===== config.mk =====
export PLATFORM = sky130hd
export DESIGN_NAME = isc_slave
export DESIGN_NICKNAME = d
export VERILOG_FILES = /design/src/rtl/isc_pkg.sv /design/src/rtl/isc_fifo.sv /design/src/rtl/isc_slave.sv
export SDC_FILE = /design/constraint.sdc
export NUM_CORES = 1
export LEC_CHECK = 0
export BUFFER_PORTS_ARGS = -buffer_cell sky130_fd_sc_hd__buf_2
export CORE_ASPECT_RATIO = 1.25
export CORE_MARGIN = 1
export CORE_UTILIZATION = 45
export CTS_CLUSTER_DIAMETER = 120
export DETAILED_ROUTE_END_ITERATION = 16
export GPL_TIMING_DRIVEN = 0
export HOLD_SLACK_MARGIN = 0.06
export SETUP_SLACK_MARGIN = 0.02
export SLEW_MARGIN = 20
export SYNTH_ARGS = -nofsm -noshare
export SYNTH_HDL_FRONTEND = slang
export SYNTH_SLANG_ARGS = --single-unit

===== constraint.sdc =====
create_clock -name CLK_SYS_I -period 7.42 [get_ports CLK_SYS_I]
set_input_delay 1.484 -clock CLK_SYS_I [delete_from_list [all_inputs] [get_ports CLK_SYS_I]]
set_output_delay 1.484 -clock CLK_SYS_I [all_outputs]
set_load 0.05 [all_outputs]

===== src/rtl/isc_pkg.sv =====
package isc_pkg;
    localparam int CLK_HZ = 100_000_000;
    localparam int SCL_MAX_HZ = 400_000;
    // shortest scl half period in system cycles, floor
    localparam int SCL_HALF_CYC = CLK_HZ / (2 * SCL_MAX_HZ);
    localparam int FILT_LEN = 3;
    localparam logic [4:0] ADDR_FIXED = 5'h0e;
    localparam logic [15:0] PLL_FIRST = 16'hf000;
    localparam logic [15:0] PLL_LAST = 16'hf004;
    localparam logic [15:0] REG_BASE = 16'hf000;
    localparam logic [2:0] LEN_REG = 3'h2;
    localparam logic [2:0] LEN_MEM = 3'h4;
    localparam int FIFO_DEPTH = 16;
    localparam int DATA_W = 8;

    typedef enum logic [2:0] {
        ST_IDLE = 3'b000,
        ST_ADDR = 3'b001,
        ST_SUBH = 3'b010,
        ST_SUBL = 3'b011,
        ST_WDATA = 3'b100,
        ST_RDATA = 3'b101,
        ST_MACK = 3'b110
    } isc_state_e;

    // one received write byte with its location
    typedef struct packed {
        logic [15:0] sub;
        logic [2:0] idx;
        logic [7:0] data;
    } isc_wbyte_s;
endpackage : isc_pkg


===== src/rtl/isc_fifo.sv =====
`timescale 1ns/100ps
module isc_fifo #(
    parameter int WIDTH = 8,
    parameter int DEPTH = 16
) (
    input wire logic CLK_SYS_I,
    input wire logic RST_N_I,
    input wire logic in_valid_i,
    output logic in_ready_o,
    input wire logic [WIDTH-1:0] in_data_i,
    output logic out_valid_o,
    input wire logic out_ready_i,
    output logic [WIDTH-1:0] out_data_o
);
    localparam int AW = $clog2(DEPTH);
    logic [WIDTH-1:0] mem [DEPTH];
    logic [AW:0] wr_ptr;
    logic [AW:0] rd_ptr;
    wire full = (wr_ptr[AW] != rd_ptr[AW]) && (wr_ptr[AW-1:0] == rd_ptr[AW-1:0]);
    wire empty = wr_ptr == rd_ptr;
    wire push = in_valid_i && !full;
    wire pop = out_ready_i && !empty;
    assign in_ready_o = !full;
    assign out_valid_o = !empty;
    assign out_data_o = mem[rd_ptr[AW-1:0]];

    always_ff @(posedge CLK_SYS_I) begin
        if (push) begin
            mem[wr_ptr[AW-1:0]] <= in_data_i;
        end
    end

    always_ff @(posedge CLK_SYS_I or negedge RST_N_I) begin
        if (!RST_N_I) begin
            wr_ptr <= '0;
            rd_ptr <= '0;
        end else begin
            if (push) wr_ptr <= wr_ptr + 1'b1;
            if (pop) rd_ptr <= rd_ptr + 1'b1;
        end
    end
endmodule : isc_fifo


===== src/rtl/isc_slave.sv =====
`timescale 1ns/100ps
module isc_slave (
    input wire logic CLK_SYS_I,
    input wire logic RST_N_I,
    input wire logic SCL_I,
    input wire logic SDA_I,
    output logic SDA_O,
    output logic SDA_OE_O,
    input wire logic SELECT_OR_ADDR_STRAP_LOW_I,
    input wire logic SERIAL_IN_OR_ADDR_STRAP_HIGH_I,
    input wire logic PLL_LOCKED_I,
    output logic WR_VALID_O,
    input wire logic WR_READY_I,
    output isc_pkg::isc_wbyte_s WR_DATA_O,
    output logic [15:0] RD_SUB_O,
    output logic [2:0] RD_IDX_O,
    output logic RD_REQ_O,
    input wire logic [7:0] RD_DATA_I,
    output logic BUSY_O
);
    // synchronisers: first stage only feeds second
    logic [1:0] scl_sync;
    logic [1:0] sda_sync;
    logic [1:0] strap_lo_sync;
    logic [1:0] strap_hi_sync;
    logic [isc_pkg::FILT_LEN-1:0] scl_hist;
    logic [isc_pkg::FILT_LEN-1:0] sda_hist;
    logic scl_f;
    logic sda_f;
    logic [1:0] strap;
    isc_pkg::isc_state_e state;
    isc_pkg::isc_state_e next_state;
    logic [3:0] bit_cnt;
    logic [7:0] shreg;
    logic [15:0] sub;
    logic [2:0] idx;
    logic ack_phase;
    logic ack_ok;
    logic rd_mode;
    logic drive_low;
    logic fifo_in_ready;

    // filter: a level is accepted after FILT_LEN equal samples
    always_ff @(posedge CLK_SYS_I or negedge RST_N_I) begin
        if (!RST_N_I) begin
            scl_sync <= 2'h3;
            sda_sync <= 2'h3;
            strap_lo_sync <= 2'h0;
            strap_hi_sync <= 2'h0;
            scl_hist <= '1;
            sda_hist <= '1;
            scl_f <= 1'b1;
            sda_f <= 1'b1;
        end else begin
            scl_sync <= {scl_sync[0], SCL_I};
            sda_sync <= {sda_sync[0], SDA_I};
            strap_lo_sync <= {strap_lo_sync[0], SELECT_OR_ADDR_STRAP_LOW_I};
            strap_hi_sync <= {strap_hi_sync[0],
                              SERIAL_IN_OR_ADDR_STRAP_HIGH_I};
            scl_hist <= {scl_hist[isc_pkg::FILT_LEN-2:0], scl_sync[1]};
            sda_hist <= {sda_hist[isc_pkg::FILT_LEN-2:0], sda_sync[1]};
            // three samples is far shorter than any legal scl half period
            if (&scl_hist) scl_f <= 1'b1;
            else if (~|scl_hist) scl_f <= 1'b0;
            if (&sda_hist) sda_f <= 1'b1;
            else if (~|sda_hist) sda_f <= 1'b0;
        end
    end

    // straps are hardwired, so re-sampling them each cycle is harmless
    always_ff @(posedge CLK_SYS_I or negedge RST_N_I) begin
        if (!RST_N_I) strap <= 2'h0;
        else strap <= {strap_hi_sync[1], strap_lo_sync[1]};
    end

    logic scl_d;
    logic sda_d;
    always_ff @(posedge CLK_SYS_I or negedge RST_N_I) begin
        if (!RST_N_I) begin
            scl_d <= 1'b1;
            sda_d <= 1'b1;
        end else begin
            scl_d <= scl_f;
            sda_d <= sda_f;
        end
    end

    wire scl_rise = scl_f && !scl_d;
    wire scl_fall = !scl_f && scl_d;
    wire start_det = scl_f && scl_d && sda_d && !sda_f;
    wire stop_det = scl_f && scl_d && !sda_d && sda_f;

    function automatic logic [2:0] word_len(input logic [15:0] a);
        word_len = (a >= isc_pkg::REG_BASE) ? isc_pkg::LEN_REG
                                            : isc_pkg::LEN_MEM;
    endfunction : word_len

    function automatic logic sub_ok(input logic [15:0] a, input logic lk);
        sub_ok = lk || (a >= isc_pkg::PLL_FIRST && a <= isc_pkg::PLL_LAST);
    endfunction : sub_ok

    // at the 8th rise the last bit is still on the line, not in shreg
    wire [7:0] rx_byte = {shreg[6:0], sda_f};
    // address ack slot of a read: rd_mode is not yet set there
    wire rd_next = rd_mode || state == isc_pkg::ST_RDATA;
    wire addr_match = rx_byte[7:3] == isc_pkg::ADDR_FIXED
                      && rx_byte[2:1] == strap;
    wire [15:0] sub_rx = {sub[15:8], rx_byte};
    wire last_of_word = (idx + 3'h1) >= word_len(sub);
    wire [15:0] sub_adv = last_of_word ? sub + 16'h1 : sub;
    wire [2:0] idx_adv = last_of_word ? 3'h0 : idx + 3'h1;
    // a full write fifo withholds the acknowledge rather than lose a byte
    wire wr_ack = sub_ok(sub, PLL_LOCKED_I) && fifo_in_ready;

    // byte complete: evaluated on 8th scl rise, acts on the ack slot
    always_comb begin
        next_state = state;
        if (state == isc_pkg::ST_ADDR) begin
            next_state = rx_byte[0] ? isc_pkg::ST_RDATA
                                    : isc_pkg::ST_SUBH;
        end else if (state == isc_pkg::ST_SUBH) begin
            next_state = isc_pkg::ST_SUBL;
        end else if (state == isc_pkg::ST_SUBL) begin
            next_state = isc_pkg::ST_WDATA;
        end
    end

    wire byte_done = scl_rise && bit_cnt == 4'h7 && !ack_phase
                     && !rd_mode;
    always_ff @(posedge CLK_SYS_I or negedge RST_N_I) begin
        if (!RST_N_I) begin
            state <= isc_pkg::ST_IDLE;
            bit_cnt <= 4'h0;
            shreg <= 8'h00;
            sub <= 16'h0000;
            idx <= 3'h0;
            ack_phase <= 1'b0;
            ack_ok <= 1'b0;
            rd_mode <= 1'b0;
            drive_low <= 1'b0;
        end else if (start_det) begin
            state <= isc_pkg::ST_ADDR;
            bit_cnt <= 4'h0;
            ack_phase <= 1'b0;
            rd_mode <= 1'b0;
            drive_low <= 1'b0;
            idx <= 3'h0;
        end else if (stop_det) begin
            state <= isc_pkg::ST_IDLE;
            drive_low <= 1'b0;
            rd_mode <= 1'b0;
            ack_phase <= 1'b0;
        end else if (state != isc_pkg::ST_IDLE) begin
            if (scl_rise && !ack_phase) begin
                // in a read shreg holds outgoing data and must not take sda
                if (!rd_mode) shreg <= {shreg[6:0], sda_f};
                bit_cnt <= bit_cnt + 4'h1;
            end
            if (scl_rise && ack_phase && rd_mode) begin
                // master nack ends the read; ack loads next byte
                if (sda_f) state <= isc_pkg::ST_IDLE;
            end
            if (scl_fall && bit_cnt == 4'h8 && !ack_phase) begin
                ack_phase <= 1'b1;
                bit_cnt <= 4'h0;
                if (rd_mode) begin
                    drive_low <= 1'b0;
                    sub <= sub_adv;
                    idx <= idx_adv;
                end else begin
                    drive_low <= ack_ok;
                    if (!ack_ok) state <= isc_pkg::ST_IDLE;
                end
            end else if (scl_fall && ack_phase) begin
                ack_phase <= 1'b0;
                drive_low <= rd_next ? !RD_DATA_I[7] : 1'b0;
                shreg <= rd_next ? {RD_DATA_I[6:0], 1'b0} : shreg;
                if (state == isc_pkg::ST_RDATA) rd_mode <= 1'b1;
            end else if (scl_fall && rd_mode && bit_cnt != 4'h0) begin
                drive_low <= !shreg[7];
                shreg <= {shreg[6:0], 1'b0};
            end
            if (byte_done) begin
                unique case (state)
                    isc_pkg::ST_ADDR: ack_ok <= addr_match;
                    isc_pkg::ST_SUBH: ack_ok <= 1'b1;
                    isc_pkg::ST_SUBL: ack_ok <= sub_ok(sub_rx, PLL_LOCKED_I);
                    isc_pkg::ST_WDATA: ack_ok <= wr_ack;
                    default: ack_ok <= 1'b1;
                endcase
            end
            if (scl_rise && bit_cnt == 4'h7 && !ack_phase && !rd_mode) begin
                state <= next_state;
                if (state == isc_pkg::ST_SUBH) sub <= {rx_byte, 8'h00};
                if (state == isc_pkg::ST_SUBL) begin
                    sub <= sub_rx;
                    idx <= 3'h0;
                end
                if (state == isc_pkg::ST_WDATA && wr_ack) begin
                    sub <= sub_adv;
                    idx <= idx_adv;
                end
            end
            if (rd_mode && scl_rise && bit_cnt == 4'h7) bit_cnt <= 4'h8;
        end
    end

    // shift register holds the partial byte; sample the whole byte here
    wire [7:0] wr_byte = rx_byte;
    isc_pkg::isc_wbyte_s wr_in;
    assign wr_in = '{sub: sub, idx: idx, data: wr_byte};
    wire wr_push = byte_done && state == isc_pkg::ST_WDATA && wr_ack;

    isc_fifo #(
        .WIDTH($bits(isc_pkg::isc_wbyte_s)),
        .DEPTH(isc_pkg::FIFO_DEPTH)
    ) u_fifo (
        .CLK_SYS_I(CLK_SYS_I),
        .RST_N_I(RST_N_I),
        .in_valid_i(wr_push),
        .in_ready_o(fifo_in_ready),
        .in_data_i(wr_in),
        .out_valid_o(WR_VALID_O),
        .out_ready_i(WR_READY_I),
        .out_data_o(WR_DATA_O)
    );

    assign SDA_O = 1'b0;
    assign SDA_OE_O = drive_low;
    assign RD_SUB_O = sub;
    assign RD_IDX_O = idx;
    assign RD_REQ_O = rd_mode && ack_phase;
    assign BUSY_O = state != isc_pkg::ST_IDLE;

    chk_stop_idle: assert property (@(posedge CLK_SYS_I) disable iff (!RST_N_I)
        stop_det |=> state == isc_pkg::ST_IDLE)
        else $error("stop did not return to idle");
    chk_start_addr: assert property (@(posedge CLK_SYS_I) disable iff (!RST_N_I)
        start_det |=> state == isc_pkg::ST_ADDR && !SDA_OE_O)
        else $error("start did not enter address phase");
    chk_nack_release: assert property (@(posedge CLK_SYS_I)
        disable iff (!RST_N_I)
        (scl_fall && bit_cnt == 4'h8 && !ack_phase && !rd_mode && !ack_ok
         && !start_det && !stop_det) |=> !SDA_OE_O)
        else $error("sda driven without acknowledge");
    chk_addr_ack: assert property (@(posedge CLK_SYS_I) disable iff (!RST_N_I)
        (byte_done && state == isc_pkg::ST_ADDR && !start_det && !stop_det)
        |=> ack_ok == $past(addr_match))
        else $error("address match wrong");
    chk_push_ack: assert property (@(posedge CLK_SYS_I) disable iff (!RST_N_I)
        wr_push |-> fifo_in_ready)
        else $error("byte pushed into full fifo");
    chk_lock_gate: assert property (@(posedge CLK_SYS_I) disable iff (!RST_N_I)
        (wr_push && !PLL_LOCKED_I) |-> sub >= isc_pkg::PLL_FIRST
        && sub <= isc_pkg::PLL_LAST)
        else $error("write outside clock setup before lock");
    chk_idx_bound: assert property (@(posedge CLK_SYS_I) disable iff (!RST_N_I)
        idx < isc_pkg::LEN_MEM)
        else $error("byte index beyond word");
    chk_sub_step: assert property (@(posedge CLK_SYS_I) disable iff (!RST_N_I)
        (wr_push && last_of_word && !start_det && !stop_det)
        |=> sub == $past(sub) + 16'h1)
        else $error("subaddress did not advance");
    cov_write: cover property (@(posedge CLK_SYS_I) wr_push);
    cov_read: cover property (@(posedge CLK_SYS_I) RD_REQ_O);
    cov_nack: cover property (@(posedge CLK_SYS_I)
        byte_done && state == isc_pkg::ST_ADDR && !addr_match);
endmodule : isc_slave


# == After elaboration in Yosys (flattened, before gate mapping) ==
# Memory sizes are Yosys's and may differ from the RTL's.
# Index checks and enable logic that the tools add are counted.
# op_classes
n_addsub,5
order_cmp,5
eq_ne,19
muxes,68
n_bitwise,2
n_reduce_logical,67
# ops
op,count
16-bit 2-to-1 mux,7
3-bit 2-to-1 mux,23
8-bit 2-to-1 mux,6
16-bit >= comparator (second input constant),2
16-bit less-or-equal comparator (second input constant),2
1-bit logical AND,31
1-bit 2-to-1 mux,25
4-bit 2-to-1 mux,6
16-bit by 1-bit adder with 16-bit output (second input constant),1
4-bit AND reduction,4
3-bit AND reduction,4
3-bit nonzero test,4
4-bit nonzero test,3
5-bit by 1-bit adder with 5-bit output (second input constant),2
1-bit logical NOT,10
2-bit AND reduction,4
3-bit by 2-bit equality test with 1-bit output (second input constant),2
3-bit equality test (second input constant),2
2-bit != test (second input constant),3
3-bit != test (second input constant),2
6-bit by 3-bit != test with 1-bit output (second input constant),1
3-bit OR reduction,2
5-bit by 4-bit equality test with 1-bit output (second input constant),1
5-bit equality test,1
15 further kinds,18
# word_totals
regBits,68
ramBits,432
in_bits,16
out_inout_bits,51
wordCells,190
mem_count,1
# mem_list
name,depth,width,read_ports,rd_ports_with_merged_regs,wr,line_no,source
u_fifo.mem,16,27,1,0,1,isc_fifo.sv:16,logic [WIDTH-1:0] mem [DEPTH];

# == Depth between registers and ports, before layout ==
# Gate-level depths: netlist (run 1).
# depth
word_depth,12
depth_mapped,12
mapped_depth_nobuf,10

# == Modules after synthesis ==
# From an unflattened synthesis (run 1), not the netlist that was laid out.
# hier_totals
hier_cells,1192
hier_area_um2,20827.5
# by_module_without_submodules
mod,instances,cells_per_inst,area_per_inst_um2,seq_area_each_um2
isc_fifo,1,742,16883.7,13222.7
isc_slave,1,450,3943.8,1468.9

# == Worst setup path before layout (run 1) ==
# Ideal clock, no wire load.
# synth_timing
path_type,register to register
start,"register sub[11], in the netlist RD_SUB_O[11]"
end,"memory u_fifo.mem[0][0] (netlist bit), enable pin"
setup_time_ps,445
arrival_ps,4155
required_time_ps,6975
path_slack_ps,2820
path_stages_with_launch,8
n_path_buf,1
period_less_slack_ps,4600
cell_sequence,dfrtp_1 buf_6 or4_4 nor2_4 a31oi_4 nor4_2 nand2_1 nor3_1
# synth_between
elab_chain_len,8
word_cells_on_any_way,9
cone_classes,2 x order compare; 2 x mux; 5 x reduce/logical
# synth_lines
item,line_no,source
start: declaration,isc_slave.sv:35,logic [15:0] sub;
start signal: assignment,isc_slave.sv:168,sub <= sub_adv;
start signal: assignment,isc_slave.sv:194,"if (state == isc_pkg::ST_SUBH) sub <= {rx_byte, 8'h00};"
start signal: assignment,isc_slave.sv:196,sub <= sub_rx;
16-bit >= comparator / 16-bit less-or-equal comparator (equally long branches),isc_slave.sv:99,sub_ok = lk || (a >= isc_pkg::PLL_FIRST && a <= isc_pkg::PLL_LAST);
1-bit logical AND *,isc_slave.sv:99,
1-bit logical OR *,isc_slave.sv:99,
1-bit logical AND *,isc_slave.sv:113,"wire wr_ack = sub_ok(sub, PLL_LOCKED_I) && fifo_in_ready;"
1-bit logical AND *,isc_slave.sv:212,wire wr_push = byte_done && state == isc_pkg::ST_WDATA && wr_ack;
1-bit logical AND *,isc_fifo.sv:21,wire push = in_valid_i && !full;
1-bit 2-to-1 mux *,isc_fifo.sv:28,if (push) begin
1-bit 2-to-1 mux (implied by the code) *,isc_fifo.sv:29,mem[wr_ptr[AW-1:0]] <= in_data_i;
end: declaration,isc_fifo.sv:16,
# Every way passes the cells marked *; elsewhere a longest branch is shown, timed or not.

==> reports/summary.txt, run 1 <==
Initial Util -> 0.457
area delta synth->final -> 15.8%
WHS Endpoint -> strap_lo_sync[1]
drt drc -> 0
reg2reg path depth -> 9
crit-path most repeated cell -> mux4_2
top cell type by total area after synthesis -> edfxtp_1
GR Util All Layers -> 0.225
Max Buffers Root-to-Sink -> 3
CTS Root Cell -> clkbuf_16
Via Count -> 11.3k
first-pass GRT wire length -> 76.5 mm
Worst-path clk slew -> 0.06 ns
maximum vdd drop -> 0.229 mV
Worst Skew -> 0.0234 ns
worst path cell trace -> clkbuf_1, buf_1, mux4_2, mux4_2, buf_2
P per Cell Area -> 319 nW/µm²
CP Capture Type -> output pin
Final Hold Viols -> 0
number of distinct library cells after synthesis -> 79
antenna violations before repair -> 0
Inserted Clock Buffers -> 49
Pwr Total -> 7.63 mW
count of final setup violators -> 0
layout cells sized above 1 -> 0.292
drt pass-1 iters -> 6
Worst EP required -> 5.94 ns
commonest non-fill, non-tap cells in the layout -> edfxtp_1, mux4_2, buf_2
largest net degree at the start of global routing -> 41
commonest non-fill, non-tap cell in the layout -> edfxtp_1
crit share post-route -> 0.704
Post-CTS Setup Bufs -> 0
cts hold-fix bufs -> 0
Die Height -> 242 µm
post-DR wirelength/cell -> 27.2 µm
CP peak stage delay -> 0.86 ns
Top FF cell, synth -> edfxtp_1
final slew viol count -> 0
Worst setup SP type -> flop
Max Cap Violations -> 0
Core Region -> 45200 µm²
Avg Vias per Cell -> 5.94
Crit path arrival time -> 3.74 ns
Syn Nets -> 1157
Synth Register Bits -> 500
detailed placement HPWL -> 33.3 mm
sequential fraction of the synthesis area -> 0.711
initial DRC count -> 1117
asr flop ratio synth -> 0.136
H-tree depth -> 2
fillers -> 3571
I/O pin cnt -> 67
Crit Path Max Fanout -> 10
number of global-route vias before repair -> 11.6k
Slew headroom -> 0.274
Worst-Margin Slew -> 1.09 ns
mean post-synth cell area -> 18.3 µm²
Post-DP Area -> 22400 µm²
Port Buf Inserts -> 65
Hold Path Depth -> 0
Mapped Cells -> 1130
area of the multi-input gates -> 5710 µm²
post-cts sizing count -> 0
ant diodes -> 0
post-route cell area -> 23900 µm²
site row count -> 87
RSZ-0062 raised after global routing -> false
sum of negative setup slack -> 0 ns
Clock Latency Late Sink -> 0.57 ns
Worst R2R Start -> RD_SUB_O[14]
routed wire length -> 51.7 mm
crit path buf inv count -> 3
Sink Count -> 500
CP top delay family -> buffers and inverters
Sequential cell area -> 14700 µm²
total grt overflow -> 0
worst hold start -> strap_lo_sync[0]
CTS tree -> yes
fin nets -> 1310
R2R Setup Slk -> 3.48 ns
Worst Hold Margin -> 0.345 ns
EDFF count, synth -> 432
outcome -> finished clean
worst min-delay path category -> reg -> reg
RePlAce Congestion -> 0.892
Detail Route Antenna Nets -> 0
clock period minus worst slack -> 5.23 ns
final core occ -> 0.530
fmax -> 191 MHz
die area -> 46800 µm²
top cell type's share of synthesized area -> 0.628
Slowest-stage cell, CP -> buf_1
Setup CP Type -> reg -> out
Pleak -> 7.09 nW
RR Endpoint -> u_fifo.mem[1][9]
DIE WIDTH -> 194 µm
mapped cell area -> 20700 µm²
Yosys warning count -> 0
leading post-synthesis cells by cell area -> edfxtp_1, mux4_2, dfrtp_1
-- Yosys cell counts (6+ instances only) --
| library cell | number |
|---|---|
| o22ai_1 | 11 |
| clkbuf_1 | 34 |
| o31ai_1 | 6 |
| o21ai_0 | 30 |
| dfrtp_1 | 54 |
| nand2_1 | 43 |
| nand3_1 | 27 |
| or3_1 | 6 |
| nand4_1 | 11 |
| xnor2_1 | 22 |
| a21oi_1 | 47 |
| nor2_1 | 54 |
| nand2b_1 | 9 |
| xor2_1 | 11 |
| and3_1 | 8 |
| dfstp_2 | 14 |
| nor3_1 | 16 |
| buf_2 | 8 |
| ha_1 | 11 |
| edfxtp_1 | 432 |
| buf_1 | 14 |
| inv_1 | 18 |
| mux4_2 | 135 |
-- worst max-delay path by stage --
stage / from / end / slack, ns / cells past startpoint
2_1_floorplan: RD_SUB_O[11] / u_fifo.mem[0][0] / 2.82 / 7
3_3_place_gp: RD_SUB_O[11] / u_fifo.mem[0][2] / -0.008 / 7
3_5_place_dp: u_fifo.rd_ptr[0] / WR_DATA_O[4] / 2.75 / 5
4_1_cts: u_fifo.rd_ptr[0] / WR_DATA_O[4] / 2.14 / 5
5_1_grt: u_fifo.rd_ptr[0] / WR_DATA_O[7] / 2.09 / 5
6_report: u_fifo.rd_ptr[0] / WR_DATA_O[7] / 2.19 / 5
-- through the flow --
stage / std cells / setup WS, ns
after global routing: 1901 / 2.09
after CTS: 1900 / 2.14
after detailed placement: 1809 / 2.75
after floorplan: 1130 / 2.82
after global placement: 1773 / -0.00766
final: 1901 / 2.19
-- per-layer routing --
layer	share of wire	up-vias	GRT usage	wire length [µm]
met5	0	-	0	0
met4	0.024	0	0.0619	1240
met3	0.049	85	0.0264	2510
met2	0.52	366	0.396	26900
met1	0.41	5935	0.296	21000
li1	-	4904	-	-
-- power breakdown --
group | leakage [nW] | internal [mW] | total [mW] | switching (mW)
Combinational | 2.29 | 0.706 | 1.89 | 1.18
Clock | 0.735 | 1.31 | 2.34 | 1.04
Sequential | 4.06 | 3.20 | 3.40 | 0.199
Total | 7.09 | 5.21 | 7.63 | 2.42
-- flip-flops by register name, summed over array words and instances (netlist names), 4 cells and up --
signal         cells
u_fifo.rd_ptr      5
RD_SUB_O          16
u_fifo.wr_ptr      5
u_fifo.mem       432
shreg              8
bit_cnt            4
-- final cells by class --
class                   instances  area share
flip-flops and latches        500       0.614
multi-input cells             546       0.239
clock buffers                  67      0.0545
repair buffers                102      0.0389
well taps                     578      0.0302
plain buffers                  65      0.0130
clock inverters                24     0.00779
inverters                      19     0.00298
-- worst register-to-register path, stage by stage, from the launching register on --
cell and delay, ns:
dfrtp_1 0.90, nand4_1 0.44, nor2_4 0.30, a31oi_4 0.18, nor4_2 0.55, nand2_1 0.35, nor3_2 0.22, buf_4 0.23
buf_4 0.24, buf_4 0.23
-- logic make-up after synthesis --
logic type               share of synthesized area
multiplexers                                 0.149
AO/OA/AOI/OAI                               0.0464
adder cells (fa/ha/maj)                    0.00769
buffers and inverters                       0.0180
other                                     0.000181
flip-flops                                   0.711
XOR/XNOR                                    0.0140
AND/OR/NAND/NOR                             0.0535
Power figures use the tool's default switching activity.
==> run 2: changes to the inputs <==
==> constraint.sdc (replaced) <==
create_clock -name CLK_SYS_I -period 4.79 [get_ports CLK_SYS_I]
set_input_delay 0.958 -clock CLK_SYS_I [delete_from_list [all_inputs] [get_ports CLK_SYS_I]]
set_output_delay 0.958 -clock CLK_SYS_I [all_outputs]
set_load 0.05 [all_outputs]
==> reports/summary.txt, run 2 (same netlist as run 1, synthesis figures left out) <==
outcome -> finished clean
RePlAce Congestion -> 0.892
drt pass-1 iters -> 5
routed wire length -> 51.7 mm
Worst Skew -> 0.0224 ns
Sink Count -> 500
Initial Util -> 0.457
detailed placement HPWL -> 33.3 mm
area delta synth->final -> 15.8%
P per Cell Area -> 494 nW/µm²
Worst EP required -> 3.83 ns
Via Count -> 11.4k
Avg Vias per Cell -> 6.00
H-tree depth -> 2
CP Capture Type -> output pin
post-DR wirelength/cell -> 27.2 µm
drt drc -> 0
antenna violations before repair -> 0
Clock Latency Late Sink -> 0.58 ns
initial DRC count -> 1061
total grt overflow -> 0
final worst slack -> 0.146 ns
Pleak -> 7.09 nW
Inserted Clock Buffers -> 49
commonest non-fill, non-tap cell in the layout -> edfxtp_1
largest net degree at the start of global routing -> 41
die area -> 46800 µm²
Slew headroom -> 0.296
Worst-Margin Slew -> 1.06 ns
fillers -> 3571
clock period minus worst slack -> 4.64 ns
Worst Hold Margin -> 0.314 ns
I/O pin cnt -> 67
Placed Cells -> 1809
RSZ-0062 raised after global routing -> false
CTS tree -> yes
Detail Route Antenna Nets -> 0
GR Util All Layers -> 0.225
Crit path arrival time -> 3.69 ns
fmax -> 215 MHz
Setup CP Type -> reg -> out
max reg flops -> 432
Core Region -> 45200 µm²
Worst-path clk slew -> 0.06 ns
Post-DP Area -> 22400 µm²
commonest non-fill, non-tap cells in the layout -> edfxtp_1, mux4_2, buf_2
final cell count without fillers -> 1902
Die Height -> 242 µm
DIE WIDTH -> 194 µm
Port Buf Inserts -> 65
worst min-delay path category -> in -> async
R2R Setup Slk -> 0.84 ns
Final Hold Viols -> 0
number of global-route vias before repair -> 11.6k
CTS Root Cell -> clkbuf_16
Worst setup SP type -> flop
Crit Path Max Fanout -> 10
final slew viol count -> 0
Max Buffers Root-to-Sink -> 3
site row count -> 87
Post-CTS Setup Bufs -> 0
crit share post-route -> 0.970
maximum vdd drop -> 0.355 mV
layout cells sized above 1 -> 0.293
count of final setup violators -> 0
fin nets -> 1310
pre-CTS setup slack -> 0.646 ns
first-pass GRT wire length -> 76.5 mm
Max Cap Violations -> 0
post-route cell area -> 23900 µm²
-- run 2: changes by cell type in the layout (fill, tap and decap cells not counted) --
cell	delta
diode_2	+1
buf_1	-1
clkbuf_2	+1
-- run 2: cell type report --
cell class / instances / area (µm²) / area share
well taps: 578 / 723 / 0.0302
flip-flops and latches: 500 / 14700 / 0.614
inverters: 19 / 71.3 / 0.00298
clock buffers: 67 / 1300 / 0.0545
plain buffers: 65 / 312 / 0.0130
repair buffers: 102 / 931 / 0.0389
clock inverters: 24 / 186 / 0.00779
diodes: 1 / 2.50 / 0.000105
multi-input cells: 546 / 5710 / 0.238
-- run 2: report_power, final --
group	total (mW)	leakage [nW]	switching, mW	internal [mW]
Clock	3.63	0.735	1.60	2.03
Sequential	5.27	4.06	0.310	4.96
Combinational	2.92	2.30	1.82	1.09
-- run 2: critical path, cell delays in order (launching register included) --
cell and delay (ns):
dfrtp_1 0.45, clkbuf_1 0.43, buf_1 0.84, mux4_2 0.63
mux4_2 0.52, buf_2 0.24
-- run 2: routing by layer --
metal  GRT usage  share of wire
met1       0.296           0.40
met2       0.396           0.52
met3      0.0264          0.051
met4      0.0619          0.027
met5           0              0
-- run 2: worst paths after layout --
path / from / end / depth (start not counted)
hold reg to reg: strap_lo_sync[0] / strap_lo_sync[1] / 0
max in group asynchronous: RST_N_I / sda_hist[0] / 2
min in group CLK_SYS_I: strap_lo_sync[0] / strap_lo_sync[1] / 0
setup / recovery: u_fifo.rd_ptr[0] / WR_DATA_O[5] / 5
setup reg to reg: RD_SUB_O[14] / u_fifo.mem[1][9] / 9
hold / removal: RST_N_I / strap_hi_sync[0] / 1
-- run 2: through the flow --
step                setup TNS (ns)  utilization  total power, mW
floorplan                        0            -             7.34
detailed placement               0        0.496             8.30
finish                           0        0.530             11.8
CTS                              0        0.529             11.9
global route                     0        0.530             12.2
global placement           -526.19        0.481             8.27
-- run 2: repair_timing --
item | in CTS | in global routing
setup endpoints to repair | 0 | 1
hold buffers | 0 | 0
gates resized for setup | 0 | 2
